$ cat src/hw/sdm_cfg.svh
// Constants for the safe direction monitor
`ifndef SDM_CFG_SVH
`define SDM_CFG_SVH

`define SDM_CLK_HZ 50000000
`define SDM_MS_PER_S 1000
`define SDM_PRESC_W 16
`define SDM_DELAY_W 17
`define SDM_POS_W 32
`define SDM_WIN_W 31
`define SDM_DELAY_MS_MAX 17'h1_D4C0
`define SDM_DELAY_MS_DEF 17'h0_0014
`define SDM_WINDOW_DEF 31'h0000_0064
`define SDM_ARM_OFF 2'h3
`define SDM_POS_ZERO 32'h0000_0000
`define SDM_PRESC_ZERO 16'h0000
`define SDM_PRESC_ONE 16'h0001
`define SDM_MS_ZERO 17'h0_0000
`define SDM_MS_ONE 17'h0_0001

`endif
$ cat src/hw/direction_pkg.sv
// Types shared by the safe direction monitor and its delay timer
`include "sdm_cfg.svh"

package direction_pkg;

	typedef enum logic [1:0] {
		PH_IDLE,
		PH_DELAY,
		PH_MONITOR
	} phase_e;

	typedef struct packed {
		logic permanent;
		logic dir_positive;
		logic monitor_only;
		logic [`SDM_DELAY_W-1:0] delay_ms;
		logic [`SDM_WIN_W-1:0] window;
		logic hyst_en;
		logic [`SDM_WIN_W-1:0] hyst;
	} cfg_s;

	typedef struct packed {
		logic monitoring;
		logic violation;
	} status_s;

	typedef struct packed {
		logic [1:0] arm_sync;
		phase_e phase;
		logic signed [`SDM_POS_W-1:0] trail_pos;
		logic viol;
		logic estop;
		logic ack;
	} mon_state_s;

	typedef struct packed {
		logic [`SDM_PRESC_W-1:0] presc;
		logic [`SDM_DELAY_W-1:0] ms;
		logic done;
	} timer_state_s;

endpackage : direction_pkg

$ cat src/hw/ms_delay_timer.sv
// Millisecond delay timer for the monitoring start delay
`timescale 1ns/1ns
`include "sdm_cfg.svh"

module ms_delay_timer #(
	parameter int CYC_PER_MS = `SDM_CLK_HZ / `SDM_MS_PER_S
) (
	input wire logic clk_i, // System clock
	input wire logic rst_i, // Async reset, active high
	input wire logic run_i, // Count while high, clear when low
	input wire logic [`SDM_DELAY_W-1:0] delay_ms_i, // Delay in ms
	output logic done_o // High once delay has elapsed
);
	import direction_pkg::*;

	timer_state_s st;
	timer_state_s next_st;

	always_comb begin
		next_st = st;
		if (!run_i) begin
			next_st.presc = `SDM_PRESC_ZERO;
			next_st.ms = `SDM_MS_ZERO;
			next_st.done = 1'b0;
		end else if (st.ms >= delay_ms_i) begin
			next_st.done = 1'b1;
		end else if (st.presc == `SDM_PRESC_W'(CYC_PER_MS - 1)) begin
			next_st.presc = `SDM_PRESC_ZERO;
			next_st.ms = st.ms + `SDM_MS_ONE;
		end else begin
			next_st.presc = st.presc + `SDM_PRESC_ONE;
		end
	end

	always_ff @(posedge clk_i or posedge rst_i) begin
		if (rst_i) begin
			st <= '0;
		end else begin
			st <= next_st;
		end
	end

	assign done_o = st.done;
endmodule : ms_delay_timer

$ cat src/hw/safe_direction_monitor.sv
// Safe direction monitor: one permitted direction, trailing window, stop request
`timescale 1ns/1ns
`include "sdm_cfg.svh"

module safe_direction_monitor #(
	parameter int CYC_PER_MS = `SDM_CLK_HZ / `SDM_MS_PER_S
) (
	input wire logic clk_i, // System clock, 50 MHz
	input wire logic rst_i, // Async reset, active high
	input wire logic arm_input_low_i, // Safe input pin, low arms
	input wire logic signed [`SDM_POS_W-1:0] pos_i, // Motor position, same clock
	input direction_pkg::cfg_s cfg_i, // Static configuration
	output logic dir_ack_o, // High while monitoring with no latched violation or stop request
	output logic estop_ramp_request_o, // Sticky stop ramp request
	output direction_pkg::status_s status_o // Monitoring and violation flags
);
	import direction_pkg::*;

	mon_state_s st;
	mon_state_s next_st;
	logic armed;
	logic tmr_run;
	logic tmr_done;
	logic [`SDM_DELAY_W-1:0] delay_ms;
	logic signed [`SDM_POS_W:0] dev;
	logic over;
	logic release_ok;

	// Distance moved in the forbidden direction; counter wrap is not handled
	function automatic logic signed [`SDM_POS_W:0] forbidden_dev(
		input logic signed [`SDM_POS_W-1:0] trail,
		input logic signed [`SDM_POS_W-1:0] pos,
		input logic positive
	);
		logic signed [`SDM_POS_W:0] d;
		d = {pos[`SDM_POS_W-1], pos} - {trail[`SDM_POS_W-1], trail};
		forbidden_dev = positive ? -d : d;
	endfunction : forbidden_dev

	// Level at or below which a latched violation may release
	function automatic logic [`SDM_WIN_W-1:0] release_limit(input cfg_s c);
		if (c.hyst_en && c.hyst <= c.window) begin
			release_limit = c.window - c.hyst;
		end else begin
			release_limit = c.window;
		end
	endfunction : release_limit

	// Only the second sync stage is read
	assign armed = cfg_i.permanent || !st.arm_sync[1];
	assign delay_ms = (cfg_i.delay_ms > `SDM_DELAY_MS_MAX) ? `SDM_DELAY_MS_MAX : cfg_i.delay_ms;
	assign tmr_run = (st.phase == PH_DELAY) && armed;

	ms_delay_timer #(
		.CYC_PER_MS(CYC_PER_MS)
	) u_delay (
		.clk_i(clk_i),
		.rst_i(rst_i),
		.run_i(tmr_run),
		.delay_ms_i(delay_ms),
		.done_o(tmr_done)
	);

	// Rising count is clockwise, so positive permits counting up
	assign dev = forbidden_dev(st.trail_pos, pos_i, cfg_i.dir_positive);
	assign over = dev > $signed({2'b00, cfg_i.window});
	assign release_ok = dev <= $signed({2'b00, release_limit(cfg_i)});

	always_comb begin
		next_st = st;
		next_st.arm_sync = {st.arm_sync[0], arm_input_low_i};
		case (st.phase)
			PH_IDLE: begin
				next_st.viol = 1'b0;
				next_st.estop = 1'b0;
				if (armed) begin
					if (cfg_i.permanent) begin
						next_st.phase = PH_MONITOR;
						next_st.trail_pos = pos_i;
					end else begin
						next_st.phase = PH_DELAY;
					end
				end
			end
			PH_DELAY: begin
				if (!armed) begin
					next_st.phase = PH_IDLE;
				end else if (tmr_done) begin
					next_st.phase = PH_MONITOR;
					next_st.trail_pos = pos_i;
					next_st.viol = 1'b0;
				end
			end
			PH_MONITOR: begin
				if (!armed) begin
					next_st.phase = PH_IDLE;
					next_st.viol = 1'b0;
					next_st.estop = 1'b0;
				end else begin
					// Reference follows permitted motion only
					if (dev < 0) begin
						next_st.trail_pos = pos_i;
					end
					if (over) begin
						next_st.viol = 1'b1;
						if (!cfg_i.monitor_only) begin
							next_st.estop = 1'b1;
						end
					end else if (release_ok) begin
						next_st.viol = 1'b0;
					end
				end
			end
			default: begin
				next_st.phase = PH_IDLE;
			end
		endcase
		// Estop keeps ack low too, so a cleared violation cannot mask it
		next_st.ack = (next_st.phase == PH_MONITOR) && !next_st.viol && !next_st.estop;
	end

	always_ff @(posedge clk_i or posedge rst_i) begin
		if (rst_i) begin
			st.arm_sync <= `SDM_ARM_OFF;
			st.phase <= PH_IDLE;
			st.trail_pos <= `SDM_POS_ZERO;
			st.viol <= 1'b0;
			st.estop <= 1'b0;
			st.ack <= 1'b0;
		end else begin
			st <= next_st;
		end
	end

	assign dir_ack_o = st.ack;
	assign estop_ramp_request_o = st.estop;
	assign status_o.monitoring = (st.phase == PH_MONITOR);
	assign status_o.violation = st.viol;
endmodule : safe_direction_monitor

$ cat config.mk
export PLATFORM = sky130hd
export DESIGN_NAME = safe_direction_monitor
export DESIGN_NICKNAME = d
export VERILOG_FILES = /design/src/hw/direction_pkg.sv /design/src/hw/ms_delay_timer.sv /design/src/hw/safe_direction_monitor.sv
export VERILOG_INCLUDE_DIRS = /design/src /design/src/hw
export SDC_FILE = /design/constraint.sdc
export NUM_CORES = 1
export LEC_CHECK = 0
export BUFFER_PORTS_ARGS = -buffer_cell sky130_fd_sc_hd__buf_2
export CORE_ASPECT_RATIO = 0.6
export CORE_UTILIZATION = 45
export DETAILED_ROUTE_END_ITERATION = 8
export PLACE_DENSITY = 0.7
export SLEW_MARGIN = 20
export SYNTH_ARGS = -nofsm -noshare
export SYNTH_HDL_FRONTEND = slang
export SYNTH_SLANG_ARGS = --single-unit
$ cat constraint.sdc
create_clock -name clk_i -period 5 [get_ports clk_i]
set_input_delay 1.25 -clock clk_i [delete_from_list [all_inputs] [get_ports clk_i]]
set_output_delay 1.25 -clock clk_i [all_outputs]
set_load 0.005 [all_outputs]
==> metrics <==
outcome finished with violations; failing checks setup timing; H-tree levels 3; CTS buffer count 9; Overall Global Routing Usage between 20% and 30%; I/O pin total 122; pre-CTS setup slack -1.42 ns; hpwl dp 26.2 mm; clock share of power 10.0%; P&R area growth vs syn 42.1%; Slew Viols, Final 0; clock-pin slew on the worst setup and hold paths 0.06 ns; syn_area_per_cell roughly 8 um^2; Crit path largest cell delay a little under 0.5 ns; drt first pass iters 5; DRT Wirelength roughly 32 mm; first-pass GRT wire length roughly 53 mm; Final setup violation count 34; setup ws final -1.13 ns; Sequential Power Share between 10% and 20%; WL per Instance approximately 16 um; Yosys warnings 0; Net Sw Frac 42.9%; crit start category primary input; fmax 163 MHz; Yosys reg bits 73; peak supply drop 0.000232 V; minimum clock period after layout roughly 6.1 ns; Syn Nets 1548; ANT nets after route 0; routability cong. between 0.9 and 1; final hold vios 0; Req. time, crit path around 5.3 ns; die area around 0.023 mm^2; post-layout util 65.1%; worst reg-to-reg setup slack -0.56 ns; CP max stage cell or4b_4; row cnt 42; Power Internal about 4300 uW; Post-synth EDFFs 0; final worst-path cycle share 123%; worst-path maximum fanout 4; Critical Path, Cell by Cell buf_2 > ha_4 > nor2b_4 > o31a_1 > o311a_4 > a41oi_2 > xor2_1 > or4b_4 > or3_4 > or3_4 > o31a_1 > xnor2_1 > ha_1 > nand4_1 > nor4_2 > nand4_1 > buf_4 > o41ai_2 > a31oi_1 > and4b_1; antenna violations before repair 0; Tightest Pin Transition 0.748 ns; sequential fraction of the synthesis area between 10% and 20%; Yosys top cell area share between 10% and 20%; Cell variety after synth between 70 and 80; post-synthesis cell area between 0.01 and 0.015 mm^2; Clock Latency Late Sink 0.35 ns; hold_buf cts 0; max cap viols 0; max_slew headroom 49.6%; Port-buffer cells ~120; core area 0.0220 mm^2; kind of end point of the critical path flip-flop; Antenna diodes 0; Total Neg Setup Slack -6.15 ns; Yosys top cell by area ha_1; Final nets roughly 2000; CTS Buffer Depth 2; grt ovf 0; DRC 0; CTS Sinks 73; Hold Crit Class reg -> reg; Crit path max-delay family simple AND/OR/NAND/NOR gates; pwr/cell area about 530 mW/mm^2; crit path kind in -> reg; Async S/R FF share, synth 100%; CTS tree yes; WP buf/inv 2; Initial Util a little under half; combinational power share between 70% and 80%; P_leak between 0.007 and 0.008 uW; vias approximately 11000; largest cells by area after synthesis ha_1 (18%), dfrtp_1 (18%), a21oi_1 (5.4%), xnor2_1 (4.8%), inv_1 (4.6%); Die Width ~200 um; vias in the first global route ~11000; worst path arrival time approximately 6.4 ns; drt via density about 5.5; DR iter-0 viols between 800 and 900; largest net degree at the start of global routing 52; die height between 100 and 150 um; ys flop type dfrtp_1; Mapped Cells about 1300; Root Driver clkbuf_16; layout cell share with drive strength beyond 1 33.5%; RSZ-0062 raised after global routing yes; Net Switching 3230 uW; Clock Skews between 0.008 and 0.009 ns
[metrics by stage]
step	instance area [um^2]	hold WS (ns)	power, uW	instances
floorplan	10200	0.345	3980	1283
global placement	13700	0.351	6250	2006
detailed placement	13700	0.350	6410	2006
CTS	14300	0.362	7420	2033
global route	14300	0.363	8110	2035
finish	14300	0.360	7530	2035
[cells in the mapped netlist (18+ instances only)]
library cell / number
ha_1: 145
inv_1: 125
a21oi_1: 108
nor2_1: 98
nand2_1: 90
o21ai_0: 79
dfrtp_1: 71
xnor2_1: 55
nand4_1: 45
a21o_1: 41
xor2_1: 38
nand3_1: 37
clkbuf_1: 33
mux2_4: 29
and3_1: 23
nor3_1: 22
nor2b_1: 20
nand2b_1: 19
o21a_1: 18
[metal layers]
| metal | vias up | wire length (um) | track usage (%) |
|---|---|---|---|
| li1 | 5571 | - | - |
| met1 | 5314 | 16200 | 42.2 |
| met2 | 367 | 13400 | 41.5 |
| met3 | 35 | 2490 | 6.10 |
| met4 | 0 | 299 | 4.63 |
| met5 | - | 0 | 0 |
[final timing paths]
path	startpoint	to	cells after the start
worst max-delay path	pos_i[1]	dir_ack_o$_DFF_PP0_	20
worst min-delay path	next_st[38]$_DFF_PP1_	st[38]$_DFF_PP1_	0
worst max register to register	st[4]$_DFFE_PP0P_	dir_ack_o$_DFF_PP0_	20
worst min register to register	next_st[38]$_DFF_PP1_	st[38]$_DFF_PP1_	0
max in group asynchronous	rst_i	status_o[0]$_DFF_PP0_	3
min in group asynchronous	rst_i	st[12]$_DFFE_PP0P_	2
[registers in the layout (all words and copies together) (netlist names)]
signal                count
st                       35
u_delay.done_o            1
next_st                   1
estop_ramp_request_o      1
dir_ack_o                 1
status_o                  1
u_delay.st               33
[placed cells by master (no fill, tap or decap), types with 4 or more instances in the layout]
master / netlist / routed
a211oi_1: 8 / 8
a21o_1: 41 / 41
a21oi_1: 108 / 104
a31oi_1: 8 / 8
and2_1: 6 / 6
and3_1: 23 / 23
and4_1: 4 / 4
buf_12: 0 / 4
buf_2: 0 / 121
buf_4: 1 / 358
clkbuf_16: 0 / 9
dfrtp_1: 71 / 71
ha_1: 145 / 142
inv_1: 125 / 123
mux2_4: 29 / 30
mux2i_1: 11 / 11
nand2_1: 90 / 90
nand2b_1: 19 / 18
nand3_1: 37 / 37
nand4_1: 45 / 45
nor2_1: 98 / 98
nor2b_1: 20 / 19
nor3_1: 22 / 21
nor3b_1: 4 / 4
nor4_1: 12 / 9
o211ai_1: 9 / 9
o21a_1: 18 / 18
o21ai_0: 79 / 73
o21ai_1: 3 / 6
o21bai_1: 7 / 7
o22ai_1: 4 / 4
o31a_1: 4 / 4
o31ai_1: 12 / 11
o41ai_1: 6 / 4
or2_2: 6 / 6
or3_1: 9 / 7
xnor2_1: 55 / 55
xor2_1: 38 / 36
[area by class of cell]
class	instances	area (um^2)
Clock buffer	10	229
Clock inverter	6	113
Fill cell	1849	7680
Inverter	125	469
Multi-Input combinational cell	1047	7870
Sequential cell	73	1830
Tap cell	286	358
Timing Repair Buffer	488	3480
[power groups by stage]
stage	sequential [uW]	combinational [uW]	clock (uW)
6_report	797	5980	754
5_1_grt	810	6510	792
4_1_cts	794	5860	764
3_5_place_dp	802	5600	0
3_3_place_gp	797	5460	0
2_1_floorplan	781	3200	0
[worst register-to-register path: cells and delay by family, from the launching register on]
family          cells  cell delay [ns]
flops               1             0.37
compound gates      6             1.68
xor+xnor            2             0.35
fa+ha+maj           2             0.50
simple gates        8             2.27
buf+inv             2             0.31
[cells by family (layout without fill, tap and decap cells)]
group	after synthesis	after routing	synth area share, %
AO/OA/AOI/OAI	352	352	22.6
XOR/XNOR	93	93	8.07
adder cells (fa/ha/maj)	147	147	18.4
buffers and inverters	163	629	6.32
flip-flops	73	73	18.1
multiplexers	43	43	5.74
AND/OR/NAND/NOR	412	412	20.8
[what timing repair did]
action / CTS / global route
endpoints found under the setup margin: 34 / 51
pin swaps: 4 / 1
cloned: 3 / 0
setup buffers: 9 / 2
gates resized for setup: 20 / 8
Power figures use the tool's default switching activity.
